<file path="src/clk_switch_regs.vh">
// Register map, field positions and timing counts of the clock switch
// Assumes a 125 MHz system clock and a 32-bit classic Wishbone bus
`ifndef CLK_SWITCH_REGS_VH
`define CLK_SWITCH_REGS_VH

// Register byte offsets
`define OSC_CONTROL_OFS   8'h00
`define TIMER_ONE_OFS     8'h04
`define INT_SRC_OFS       8'h08
`define MODE_STATUS_OFS   8'h0c

// Oscillator control register fields
`define IDLE_SELECT_BIT   7
`define FREQ_SEL_HI       6
`define FREQ_SEL_LO       4
`define PRI_FLAG_BIT      3
`define INT_STABLE_BIT    2
`define SRC_SEL_HI        1
`define SRC_SEL_LO        0

// Timer one control register fields
`define SECONDARY_RUN_MODE_FLAG_BIT  6
`define SEC_OSC_EN_BIT    3

// Internal source register field
`define INT_SRC_SEL_BIT   7

// Reset values
`define IDLE_SELECT_RST   1'b0
`define FREQ_SEL_RST      3'h0
`define SRC_SEL_RST       2'h0
`define SEC_OSC_EN_RST    1'b0
`define INT_SRC_SEL_RST   1'b0

// Clock source codes
`define SRC_PRI           2'h0
`define SRC_SEC           2'h1
`define SRC_INT           2'h2

// Switch lengths in source cycles
`define OLD_SRC_CYCLES    2'h2
`define NEW_SRC_CYCLES    2'h3

// Internal oscillator settle interval
`define CLK_MHZ           125
`define SETTLE_NS         1000
`define SETTLE_CYC        ((`SETTLE_NS * `CLK_MHZ + 999) / 1000)

`endif

</file>
<file path="src/clk_switch.v">
// Power mode and clock source switch with a classic Wishbone slave
// Assumes oscillator levels and ready pins arrive asynchronously;
// sleep and wake pulses come from the core on clk_i
//
// What this block does
// - A switch takes two old-source cycles plus three to four new-source cycles
// - Primary flag at bit 3, stable flag bit 2, secondary flag bit 6
// - Each flag tells which source is driving the device clock
// - No flag set means low-frequency RC or unsettled internal clock
// - Internal block as primary may show both primary and stable flags
// - Each sleep uses the idle-select value present at that moment
// - After reset start in primary run with primary flag, unless two-speed
// - Select 01 moves to secondary, stops primary, sets secondary flag
// - Select 01 with secondary oscillator disabled leaves the mode unchanged
// - Secondary enabled but not started holds device clocks off
// - Back to primary keeps secondary clock until primary ready
// - Upper select bit set enters internal run, stops primary
// - Internal frequency field may change any time, speed follows at once
// - Frequency field and source bit zero keep internal output off
// - Stable flag set only after the settle interval, clocks keep running
// - Stable flag stays set if internal output was already settled
// - Back from internal run waits for primary, then swaps flags
// - Low-frequency RC runs while watchdog or clock monitor enabled
// - Sleep with idle clear stops the source and clears all flags
// - In sleep, RC runs for the watchdog, secondary runs if enabled
// - Wake from sleep waits for source or runs from internal block
// - Idle-select bit 7; idle stops the core, peripherals stay clocked
// - Select bits 1:0: 00 primary, 01 secondary, 1x internal
//
// Design decisions made here: the Wishbone slave port and the register addresses.
`timescale 1ns/1ns
`include "clk_switch_regs.vh"

module clk_switch (
	input  wire        clk_i,
	input  wire        rst_i,
	input  wire        wb_cyc_i,
	input  wire        wb_stb_i,
	input  wire        wb_we_i,
	input  wire [7:0]  wb_adr_i,
	input  wire [3:0]  wb_sel_i,
	input  wire [31:0] wb_dat_i,
	output reg  [31:0] wb_dat_o,
	output reg         wb_ack_o,
	input  wire        sleep_i,
	input  wire        wake_i,
	input  wire        pri_osc_i,
	input  wire        sec_osc_i,
	input  wire        int_osc_i,
	input  wire        pri_ready_i,
	input  wire        sec_started_i,
	input  wire        two_speed_en_i,
	input  wire        fail_safe_en_i,
	input  wire        watchdog_en_i,
	input  wire        pri_is_internal_i,
	output reg         cpu_clk_en_o,
	output reg         periph_clk_en_o,
	output reg         pri_osc_en_o,
	output reg         sec_osc_en_o,
	output reg         int_hf_en_o,
	output reg  [2:0]  int_freq_o,
	output reg         lfrc_en_o,
	output reg  [2:0]  mode_o
);

////////////////////////////////////////////////////////////////////////
// Mode states
localparam [2:0] ST_BOOT  = 3'h0;
localparam [2:0] ST_RUN   = 3'h1;
localparam [2:0] ST_SWOLD = 3'h2;
localparam [2:0] ST_SWNEW = 3'h3;
localparam [2:0] ST_WAIT  = 3'h4;
localparam [2:0] ST_IDLE  = 3'h5;
localparam [2:0] ST_SLEEP = 3'h6;

// Software state
reg        idle_select_bit_r;
reg  [2:0] internal_freq_select_field_r;
reg  [1:0] clock_source_select_field_r;
reg        secondary_osc_enable_bit_r;
reg        internal_source_select_bit_r;

// Status flags
reg        primary_clock_active_flag_r;
reg        internal_osc_stable_flag_r;
reg        secondary_osc_running_flag_r;

// Mode machine
reg  [2:0] state_r;
reg  [2:0] state_nxt;
reg  [1:0] cur_src_r;
reg  [1:0] cur_src_nxt;
reg  [1:0] new_src_r;
reg  [1:0] new_src_nxt;
reg  [1:0] cyc_cnt_r;
reg  [1:0] cyc_cnt_nxt;
reg  [11:0] settle_cnt_r;

////////////////////////////////////////////////////////////////////////
// Pin synchronisers, unreset so the boot state sees real straps;
// osc levels get a third stage for edges
reg  [8:0] sync1_r;
reg  [8:0] sync2_r;
reg  [2:0] osc_prev_r;
wire [8:0] pins_in;

assign pins_in = {pri_is_internal_i, watchdog_en_i, fail_safe_en_i,
	two_speed_en_i, sec_started_i, pri_ready_i,
	int_osc_i, sec_osc_i, pri_osc_i};

always @(posedge clk_i) begin
	sync1_r    <= pins_in;
	sync2_r    <= sync1_r;
	osc_prev_r <= sync2_r[2:0];
end

wire       pri_ready_s   = sync2_r[3];
wire       sec_started_s = sync2_r[4];
wire       two_speed_s   = sync2_r[5];
wire       fail_safe_s   = sync2_r[6];
wire       watchdog_s    = sync2_r[7];
wire       pri_is_int_s  = sync2_r[8];
// One tick per rising edge of each source
wire [2:0] osc_tick      = sync2_r[2:0] & ~osc_prev_r;

////////////////////////////////////////////////////////////////////////
// Source helpers, shared by the machine and the gating
function tick_of;
	input [1:0] src;
	input [2:0] ticks;
	begin
		case (src)
			`SRC_PRI: tick_of = ticks[0];
			`SRC_SEC: tick_of = ticks[1];
			default:  tick_of = ticks[2];
		endcase
	end
endfunction

function ready_of;
	input [1:0] src;
	input       pri_rdy;
	input       sec_rdy;
	begin
		case (src)
			`SRC_PRI: ready_of = pri_rdy;
			`SRC_SEC: ready_of = sec_rdy;
			default:  ready_of = 1'b1;
		endcase
	end
endfunction

////////////////////////////////////////////////////////////////////////
// Wanted source from the select field
reg  [1:0] tgt_src;
wire       hf_req = (internal_freq_select_field_r != 3'h0) |
	internal_source_select_bit_r;

always @* begin
	if (clock_source_select_field_r[1])
		tgt_src = `SRC_INT;
	else if (clock_source_select_field_r[0])
		tgt_src = secondary_osc_enable_bit_r ? `SRC_SEC : cur_src_r;
	else
		tgt_src = `SRC_PRI;
end

wire tgt_ready = ready_of(tgt_src, pri_ready_s, sec_started_s);
wire new_ready = ready_of(new_src_r, pri_ready_s, sec_started_s);
wire old_tick  = tick_of(cur_src_r, osc_tick);
wire new_tick  = tick_of(new_src_r, osc_tick);

////////////////////////////////////////////////////////////////////////
// Mode machine
always @* begin
	state_nxt   = state_r;
	cur_src_nxt = cur_src_r;
	new_src_nxt = new_src_r;
	cyc_cnt_nxt = cyc_cnt_r;
	case (state_r)
		ST_BOOT: begin
			if (two_speed_s) begin
				cur_src_nxt = `SRC_INT;
				state_nxt   = ST_RUN;
			end else begin
				cur_src_nxt = `SRC_PRI;
				new_src_nxt = `SRC_PRI;
				state_nxt   = ST_WAIT;
			end
		end
		ST_RUN: begin
			if (sleep_i) begin
				// Idle bit sampled at each sleep pulse
				state_nxt = idle_select_bit_r ? ST_IDLE : ST_SLEEP;
			end else if (tgt_src != cur_src_r) begin
				new_src_nxt = tgt_src;
				cyc_cnt_nxt = 2'h0;
				if (tgt_ready)
					state_nxt = ST_SWOLD;
				else if (tgt_src == `SRC_SEC)
					state_nxt = ST_WAIT;
				// Primary still starting: old source keeps clocking
			end
		end
		ST_SWOLD: begin
			if (old_tick) begin
				if (cyc_cnt_r == `OLD_SRC_CYCLES - 2'h1) begin
					cyc_cnt_nxt = 2'h0;
					state_nxt   = ST_SWNEW;
				end else begin
					cyc_cnt_nxt = cyc_cnt_r + 2'h1;
				end
			end
		end
		ST_SWNEW: begin
			// Sync lag on the new source makes this three to four cycles
			if (new_tick) begin
				if (cyc_cnt_r == `NEW_SRC_CYCLES - 2'h1) begin
					cyc_cnt_nxt = 2'h0;
					cur_src_nxt = new_src_r;
					state_nxt   = ST_RUN;
				end else begin
					cyc_cnt_nxt = cyc_cnt_r + 2'h1;
				end
			end
		end
		ST_WAIT: begin
			// Clocks held off; no old source to hand over from
			if (new_ready) begin
				cur_src_nxt = new_src_r;
				state_nxt   = ST_RUN;
			end
		end
		ST_IDLE: begin
			if (wake_i)
				state_nxt = ST_RUN;
		end
		ST_SLEEP: begin
			if (wake_i) begin
				if (two_speed_s | fail_safe_s) begin
					cur_src_nxt = `SRC_INT;
					state_nxt   = ST_RUN;
				end else begin
					new_src_nxt = tgt_src;
					state_nxt   = ST_WAIT;
				end
			end
		end
		default: begin
			state_nxt = ST_BOOT;
		end
	endcase
end

always @(posedge clk_i) begin
	if (rst_i) begin
		state_r   <= ST_BOOT;
		cur_src_r <= `SRC_PRI;
		new_src_r <= `SRC_PRI;
		cyc_cnt_r <= 2'h0;
	end else begin
		state_r   <= state_nxt;
		cur_src_r <= cur_src_nxt;
		new_src_r <= new_src_nxt;
		cyc_cnt_r <= cyc_cnt_nxt;
	end
end

////////////////////////////////////////////////////////////////////////
// Internal oscillator settle timer; restarts only from all-zero
always @(posedge clk_i) begin
	if (rst_i)
		settle_cnt_r <= 12'h000;
	else if (!int_hf_en_o)
		settle_cnt_r <= 12'h000;
	else if (settle_cnt_r != `SETTLE_CYC)
		settle_cnt_r <= settle_cnt_r + 12'h001;
end

wire settled = int_hf_en_o && (settle_cnt_r == `SETTLE_CYC);

////////////////////////////////////////////////////////////////////////
// Status flags; held through a switch, cleared in sleep
wire run_like = (state_r == ST_RUN) || (state_r == ST_IDLE);

always @(posedge clk_i) begin
	if (rst_i || state_r == ST_BOOT || state_r == ST_SLEEP) begin
		primary_clock_active_flag_r  <= 1'b0;
		internal_osc_stable_flag_r   <= 1'b0;
		secondary_osc_running_flag_r <= 1'b0;
	end else if (run_like) begin
		primary_clock_active_flag_r  <= cur_src_r == `SRC_PRI;
		secondary_osc_running_flag_r <= cur_src_r == `SRC_SEC;
		// Stable flag only with a settled output driving the clock
		internal_osc_stable_flag_r <= settled && ((cur_src_r == `SRC_INT) ||
			(cur_src_r == `SRC_PRI && pri_is_int_s));
	end else if (state_r == ST_WAIT) begin
		primary_clock_active_flag_r  <= 1'b0;
		internal_osc_stable_flag_r   <= 1'b0;
		secondary_osc_running_flag_r <= 1'b0;
	end
end

////////////////////////////////////////////////////////////////////////
// Clock gating and oscillator enables
// Core and peripheral enables pulse only after source ticks, so no pulse is ever cut short
always @(posedge clk_i) begin
	if (rst_i) begin
		cpu_clk_en_o    <= 1'b0;
		periph_clk_en_o <= 1'b0;
		pri_osc_en_o    <= 1'b1;
		sec_osc_en_o    <= 1'b0;
		int_hf_en_o     <= 1'b0;
		int_freq_o      <= 3'h0;
		lfrc_en_o       <= 1'b0;
		mode_o          <= 3'h0;
	end else begin
		cpu_clk_en_o    <= (state_r == ST_RUN) && old_tick;
		periph_clk_en_o <= run_like && old_tick;
		pri_osc_en_o    <= (state_r != ST_SLEEP) &&
			(cur_src_r == `SRC_PRI || tgt_src == `SRC_PRI);
		sec_osc_en_o    <= secondary_osc_enable_bit_r;
		int_hf_en_o     <= hf_req && (state_r != ST_SLEEP);
		int_freq_o      <= internal_freq_select_field_r;
		lfrc_en_o       <= watchdog_s | fail_safe_s | ((state_r != ST_SLEEP) &&
			cur_src_r == `SRC_INT && !hf_req);
		mode_o          <= state_r;
	end
end

////////////////////////////////////////////////////////////////////////
// Wishbone slave: ack one cycle after the strobe, dropped after one
wire wb_req = wb_cyc_i && wb_stb_i && !wb_ack_o;
wire wb_wr  = wb_req && wb_we_i && wb_sel_i[0];

always @(posedge clk_i) begin
	if (rst_i)
		wb_ack_o <= 1'b0;
	else
		wb_ack_o <= wb_req;
end

// Register writes; flag bits are read only
always @(posedge clk_i) begin
	if (rst_i) begin
		idle_select_bit_r            <= `IDLE_SELECT_RST;
		internal_freq_select_field_r <= `FREQ_SEL_RST;
		clock_source_select_field_r  <= `SRC_SEL_RST;
		secondary_osc_enable_bit_r   <= `SEC_OSC_EN_RST;
		internal_source_select_bit_r <= `INT_SRC_SEL_RST;
	end else if (wb_wr) begin
		case (wb_adr_i)
			`OSC_CONTROL_OFS: begin
				idle_select_bit_r <= wb_dat_i[`IDLE_SELECT_BIT];
				internal_freq_select_field_r <=
					wb_dat_i[`FREQ_SEL_HI:`FREQ_SEL_LO];
				clock_source_select_field_r <=
					wb_dat_i[`SRC_SEL_HI:`SRC_SEL_LO];
			end
			`TIMER_ONE_OFS: begin
				secondary_osc_enable_bit_r <= wb_dat_i[`SEC_OSC_EN_BIT];
			end
			`INT_SRC_OFS: begin
				internal_source_select_bit_r <= wb_dat_i[`INT_SRC_SEL_BIT];
			end
			default: begin
				idle_select_bit_r <= idle_select_bit_r;
			end
		endcase
	end
end

// Read data; unmapped addresses read zero
always @(posedge clk_i) begin
	if (rst_i) begin
		wb_dat_o <= 32'h00000000;
	end else if (wb_req) begin
		wb_dat_o <= 32'h00000000;
		case (wb_adr_i)
			`OSC_CONTROL_OFS: begin
				wb_dat_o[`IDLE_SELECT_BIT] <= idle_select_bit_r;
				wb_dat_o[`FREQ_SEL_HI:`FREQ_SEL_LO] <=
					internal_freq_select_field_r;
				wb_dat_o[`PRI_FLAG_BIT]   <= primary_clock_active_flag_r;
				wb_dat_o[`INT_STABLE_BIT] <= internal_osc_stable_flag_r;
				wb_dat_o[`SRC_SEL_HI:`SRC_SEL_LO] <= clock_source_select_field_r;
			end
			`TIMER_ONE_OFS: begin
				wb_dat_o[`SECONDARY_RUN_MODE_FLAG_BIT] <= secondary_osc_running_flag_r;
				wb_dat_o[`SEC_OSC_EN_BIT]   <= secondary_osc_enable_bit_r;
			end
			`INT_SRC_OFS: begin
				wb_dat_o[`INT_SRC_SEL_BIT] <= internal_source_select_bit_r;
			end
			`MODE_STATUS_OFS: begin
				wb_dat_o[2:0] <= state_r;
				wb_dat_o[5:4] <= cur_src_r;
			end
			default: begin
				wb_dat_o <= 32'h00000000;
			end
		endcase
	end
end

endmodule

</file>
<file path="config.mk">
export PLATFORM = sky130hd
export DESIGN_NAME = clk_switch
export DESIGN_NICKNAME = d
export VERILOG_FILES = /design/src/clk_switch.v
export VERILOG_INCLUDE_DIRS = /design/src
export SDC_FILE = /design/constraint.sdc
export NUM_CORES = 1
export LEC_CHECK = 0
export ABC_AREA = 1
export BUFFER_PORTS_ARGS = -buffer_cell sky130_fd_sc_hd__buf_4
export CAP_MARGIN = 5
export CORE_MARGIN = 2
export CORE_UTILIZATION = 35
export CTS_CLUSTER_DIAMETER = 40
export CTS_CLUSTER_SIZE = 28
export DETAILED_ROUTE_END_ITERATION = 7
export GPL_TIMING_DRIVEN = 0
export PLACE_DENSITY = 0.61
export SYNTH_ARGS = -nofsm -noshare
export SYNTH_HDL_FRONTEND = slang
export SYNTH_SLANG_ARGS = --single-unit
</file>
<file path="constraint.sdc">
create_clock -name clk_i -period 2.68 [get_ports clk_i]
set_input_delay 0.402 -clock clk_i [delete_from_list [all_inputs] [get_ports clk_i]]
set_output_delay 0.402 -clock clk_i [all_outputs]
set_load 0.03 [all_outputs]
</file>
## Word-level counts from Yosys, hierarchy flattened

Index checks and enable logic that the tools add are counted.

| storage, ports and cells | value |
|---|---|
| latch bits | 0 |
| register bits after elaboration | 74 |
| bits in read-only memories | 0 |
| bits of input ports | 60 |
| memories kept | 0 |
| output and inout port bits | 45 |
| memory bits (writable) | 0 |

| cells by class | value |
|---|---|
| add/subtract/negate cells | 2 |
| mux-type cells | 51 |
| shift-type cells | 0 |
| reductions and logical operators | 38 |
| div/mod/pow operators | 0 |
| $mul | 0 |
| bitwise operators | 7 |
| order comparisons | 0 |
| equal/unequal tests | 33 |

Operator list:

| kind | count |
|---|---|
| $mux W2 | 21 |
| $mux W3 | 13 |
| $ne A2 B2 Y1 const B | 12 |
| $pmux W3 S7 | 1 |
| $eq A8 B4 Y1 const B | 2 |
| $pmux W1 S2 | 7 |
| $logic_and A1 B1 Y1 | 13 |
| $add A12 B1 Y12 const B | 1 |
| $eq A12 B7 Y1 const B | 1 |
| $ne A12 B7 Y1 const B | 1 |
| $pmux W2 S3 | 2 |
| $reduce_and A6 Y1 | 2 |
| $eq A3 B3 Y1 const B | 3 |
| $reduce_and A9 Y1 | 1 |
| $reduce_bool A3 Y1 | 3 |
| $eq A2 B1 Y1 const B | 4 |
| $eq A8 B3 Y1 const B | 1 |
| $logic_not A8 Y1 | 1 |
| $pmux W2 S4 | 1 |
| $eq A3 B2 Y1 const B | 2 |
| $logic_not A2 Y1 | 3 |
| $ne A3 B3 Y1 const B | 2 |
| $pmux W3 S2 | 1 |
| $reduce_and A2 Y1 | 3 |
| other kinds (18) | 30 |

## Longest topological paths before layout

| logic depth | value |
|---|---|
| depth in word-level cells | 9 |
| mapped depth | 11 |

## Worst setup path before layout

No wires, ideal clock.

| timing | value |
|---|---|
| path type | input port to flip-flop |
| start | input wb_adr_i[1] |
| end | register clock_source_select_field_r[1] |
| setup time | 120 ps |
| stages on the path | 6 |
| setup slack | 1125 ps |
| data arrival time | 1435 ps |
| path through | or2_4 > nor4_4 > nand2_2 > buf_6 > o21ai_1 > a21oi_1 |

| on the way | value |
|---|---|
| longest elaborated chain between the ends | 2 |

Ends and longest elaborated chain:

| item | line | source |
|---|---|---|
| start: declaration | clk_switch.v:40 | `input wire [7:0] wb_adr_i,` |
| $logic_not A8 Y1 | clk_switch.v:352 | `case (wb_adr_i)` |
| $reduce_and A2 Y1 (no line) | - |  |
| end signal: assignment | clk_switch.v:348 | `` clock_source_select_field_r <= `SRC_SEL_RST; `` |
| end signal: assignment | clk_switch.v:357 | `clock_source_select_field_r <=` |
| end: declaration | clk_switch.v:79 | `reg [1:0] clock_source_select_field_r;` |

No other way between the ends.
A chain may end at the register's enable or synchronous reset.

## Worst setup path after layout

| timing | value |
|---|---|
| start | register cur_src_r[0] |
| end | register state_r[2] |

| on the way | value |
|---|---|
| longest elaborated chain between the ends | 9 |
| elaborated cells on any way between the ends | 18 |

Ends and longest elaborated chain:

| item | line | source |
|---|---|---|
| start: declaration | clk_switch.v:91 | `reg [1:0] cur_src_r;` |
| start signal: assignment | clk_switch.v:258 | `` cur_src_r <= `SRC_PRI; `` |
| start signal: assignment | clk_switch.v:263 | `cur_src_r <= cur_src_nxt;` |
| $mux W2 | clk_switch.v:163 | `` tgt_src = secondary_osc_enable_bit_r ? `SRC_SEC : cur_src_r; `` |
| $mux W2 | clk_switch.v:162 | `else if (clock_source_select_field_r[0])` |
| $mux W2 | clk_switch.v:160 | `if (clock_source_select_field_r[1])` |
| $eq A2 B1 Y1 or $logic_not A2 Y1 (tied branches) | clk_switch.v:145 | `case (src)` |
| $pmux W1 S2 | clk_switch.v:145 |  |
| $mux W3 | clk_switch.v:198 | `if (tgt_ready)` |
| $mux W3 | clk_switch.v:195 | `end else if (tgt_src != cur_src_r) begin` |
| $mux W3 | clk_switch.v:192 | `if (sleep_i) begin` |
| $pmux W3 S7 | clk_switch.v:180 | `case (state_r)` |
| end signal: assignment | clk_switch.v:262 | `state_r <= state_nxt;` |
| end: declaration | clk_switch.v:89 | `reg [2:0] state_r;` |

Several ways; a longest one is shown, not always the timed one. The select of a mux whose other input is x is not followed.

==> impl_metrics.py <==
metrics = {
    "timing": {
        "slew_viol_final": 0,
        "worst-slew-pin-transition_ns": 0.592,
        "maxSlewHeadroom_pct": 60.2,
        "fin_crit_sh_pct": 62.2,
        "unrepaired_setup_endpoints_after_global_routing": "false",
        "setup_ws_ns": 1.01,
        "finalSetupTns_ns": 0,
        "fin_worst_skew_ns": 0.0172,
        "setup_viol": 0,
        "maxClockFrequency_mhz": 600,
        "min_period_ns": 1.67,
        "hold_viol": 0,
    },
    "global_routing": {
        "grt_pass1_wl_um": 12900,
        "grt_max_degree": 15,
        "globalRouteTotalUtil_pct": 16.0,
        "grt_pass1_vias": 2737,
        "grt_remaining_overflow": 0,
        "number_of_antenna_violations_at_the_first_check_in_global_routing": 0,
    },
    "setup_path": {
        "critical_path.max_stage_delay_ns": 0.31,
        "endpoint_kind": "register",
        "worst_path_fanout_max": 9,
        "critical-path-top-cell-by-count": "nand2_1",
        "cells_along_the_critical_path": "buf_2 -> nor2_1 -> nor2_1 -> nand2_1 -> nand4_2 -> nor2_1 -> nor2_2 -> nand2_1 -> nand2_1 -> nand2_1",
        "cp_top_family": "simple AND/OR/NAND/NOR gates",
        "worstPathRequired_ns": 2.92,
        "cp_slowest_cell": "dfxtp_1",
        "worstSetupPathType": "register to register",
        "critical_path.n_buffers_inverters": 1,
        "crit_path_start_kind": "register",
        "worst_ep_arrival_time_ns": 1.90,
        "reg2reg_setup_slack_ns": 1.01,
    },
    "synthesis": {
        "post_synth_instance_area_um2": 3320,
        "syn_area_per_cell_um2": 7.34,
        "synth_cell_types": 38,
        "synth_top_cell_by_area": "dfxtp_1",
        "netlist_instances": 452,
        "yosys.area.top_type_share_pct": 44.7,
        "post_synthesis_register_bit_count": 74,
        "ys.warnings.count": 0,
        "synth.area.top_cells": "dfxtp_1, nand2_1, nor2_1",
        "portion_of_the_post_synthesis_area_used_by_sequential_elements_pct": 44.7,
    },
    "clocking": {
        "cts.htree.levels": 3,
        "cts-resized-gates": 0,
        "ctsHoldBuffers": 0,
        "tritoncts": "done",
        "clock_insertion_delay_worst_skew_ns": 0.36,
        "tritoncts.num_buffers": 9,
        "clk_slew_on_worst_s_h_paths_ns": 0.09,
        "cts_buffer_depth": 2,
        "cts_root_buf": "clkbuf_8",
        "post_cts.repair.setup_buffers": 0,
        "clock_sinks": 74,
    },
    "power_and_ir_drop": {
        "vdd_drop_max_mv": 0.373,
        "power_density_nw_per_um2": 732,
        "total_power_after_layout_mw": 3.03,
        "cellLeakagePower_nw": 1.94,
    },
    "cells_and_area": {
        "antennaDiodeCount": 0,
        "stdcell_area_um2": 4130,
        "mostFrequentLayoutCell": "nand2_1",
        "leading_cell_types_in_the_layout_fill_and_taps_excluded": "nand2_1, buf_4, dfxtp_1",
        "proportion_of_layout_cells_with_a_drive_suffix_above_1_pct": 21.0,
        "nets": 599,
        "layout-area-overhead-vs-synth_pct": 24.7,
    },
    "route": {
        "drt_iter0_drc": 140,
        "vias": 2999,
        "post-route-drc-count": 0,
        "vias_per_inst": 4.59,
        "routed_wirelength_um": 7780,
        "post_drt_wl_per_cell_um": 11.9,
        "detail-route-antenna-nets": 0,
        "pre_antenna_drt_iters": 4,
    },
    "job": {
        "max_cap_violations": 0,
    },
    "floorplan": {
        "core.rowCount": 35,
        "floorplan.io_pins": 105,
        "dieHeight_um": 101,
        "area_enclosed_by_the_die_boundary_um2": 10300,
        "initial_core_utilization_pct": 36.1,
        "die-width_um": 101,
        "placeableCoreArea_um2": 9200,
    },
    "outcome": {
        "run_status": "complete, no violations",
    },
    "placed_design": {
        "place_area_um2": 3920,
        "post-dp-hpwl_um": 5890,
        "place_congestion": 0.847,
        "preCtsSetupSlack_ns": 0.852,
        "io_buffer_count": 51,
    },
    "worst_hold_path": {
        "worst_hold_path_type": "primary input to register",
    },
}
stage by stage:
| stage | cells | utilization, % | hold slack [ns] |
|---|---|---|---|
| final | 653 | 45.0 | 0.146 |
| after CTS | 653 | 45.0 | 0.128 |
| after detailed placement | 637 | 42.7 | 0.312 |
| after global placement | 637 | 42.7 | 0.310 |
| after floorplan | 475 | - | 0.310 |
| after global routing | 653 | 45.0 | 0.123 |
cells by family after synthesis:
family,count (synthesis),synth area share [%]
other cells,1,0.113
flops,74,44.7
fa+ha+maj,2,0.755
xor+xnor,4,1.06
compound gates,62,10.4
simple gates,221,29.9
buf+inv,88,13.1
layer usage:
layer | vias up | global-route usage, % | share of wire (%)
met5 | - | 0 | 0
met4 | 0 | 5.30 | 1.5
met3 | 12 | 3.86 | 4.6
met2 | 81 | 26.3 | 46
met1 | 1327 | 20.7 | 48
li1 | 1579 | - | -
worst reg2reg max path, cell delays in order, from the launching register on:
cell	delay, ns
dfxtp_1	0.31
buf_2	0.21
nor2_1	0.06
nor2_1	0.25
nand2_1	0.11
nand4_2	0.13
nor2_1	0.07
nor2_2	0.17
nand2_1	0.12
nand2_1	0.07
nand2_1	0.05
registers in the layout, indices dropped and copies added, names as in the netlist, 2 cells and up:
| register | cells |
|---|---|
| sync1_r | 9 |
| int_freq_o | 3 |
| osc_prev_r | 3 |
| cyc_cnt_r | 2 |
| new_src_r | 2 |
| internal_freq_select_field_r | 3 |
| sync2_r | 9 |
| state_r | 3 |
| settle_cnt_r | 12 |
| clock_source_select_field_r | 2 |
| wb_dat_o | 8 |
| cur_src_r | 2 |
| mode_o | 3 |
final cells by class:
class                           instances  area [um^2]
Fill cell                             951         5060
Timing Repair Buffer                   51          383
Sequential cell                        74         1480
Clock inverter                          6         72.6
Tap cell                              111          139
Clock buffer                           10          138
Inverter                               55          206
Multi-Input combinational cell        313         1490
Buffer                                 33          228
cell usage after synthesis, drive strengths merged:
master and number:
nand3b 1, nor3 9, ha 2, o221ai 1, nor3b 2, dfxtp 74, a21o 6, nand4 9
or2 2, nor2 69, a21oi 28, a311oi 1, o21ai 25, nand2 94, xnor2 2, clkbuf 6
xor2 2, nor4 7, nand3 28, conb 1, buf 27, a2bb2oi 1, inv 55
power by group:
part | total (mW) | switching, mW | internal [mW]
clock network | 0.924 | 0.457 | 0.467
registers | 1.25 | 0.0640 | 1.19
logic | 0.851 | 0.567 | 0.284
path summary, 6_finish.rpt:
path | startpoint | endpoint | cells after the start
setup / recovery | cur_src_r[0] | state_r[2] | 10
hold / removal | sec_osc_i | sync1_r[1] | 1
setup reg to reg | cur_src_r[0] | state_r[2] | 10
hold reg to reg | sync1_r[7] | sync2_r[7] | 0
Note: power is estimated with default switching activity, not from simulation.
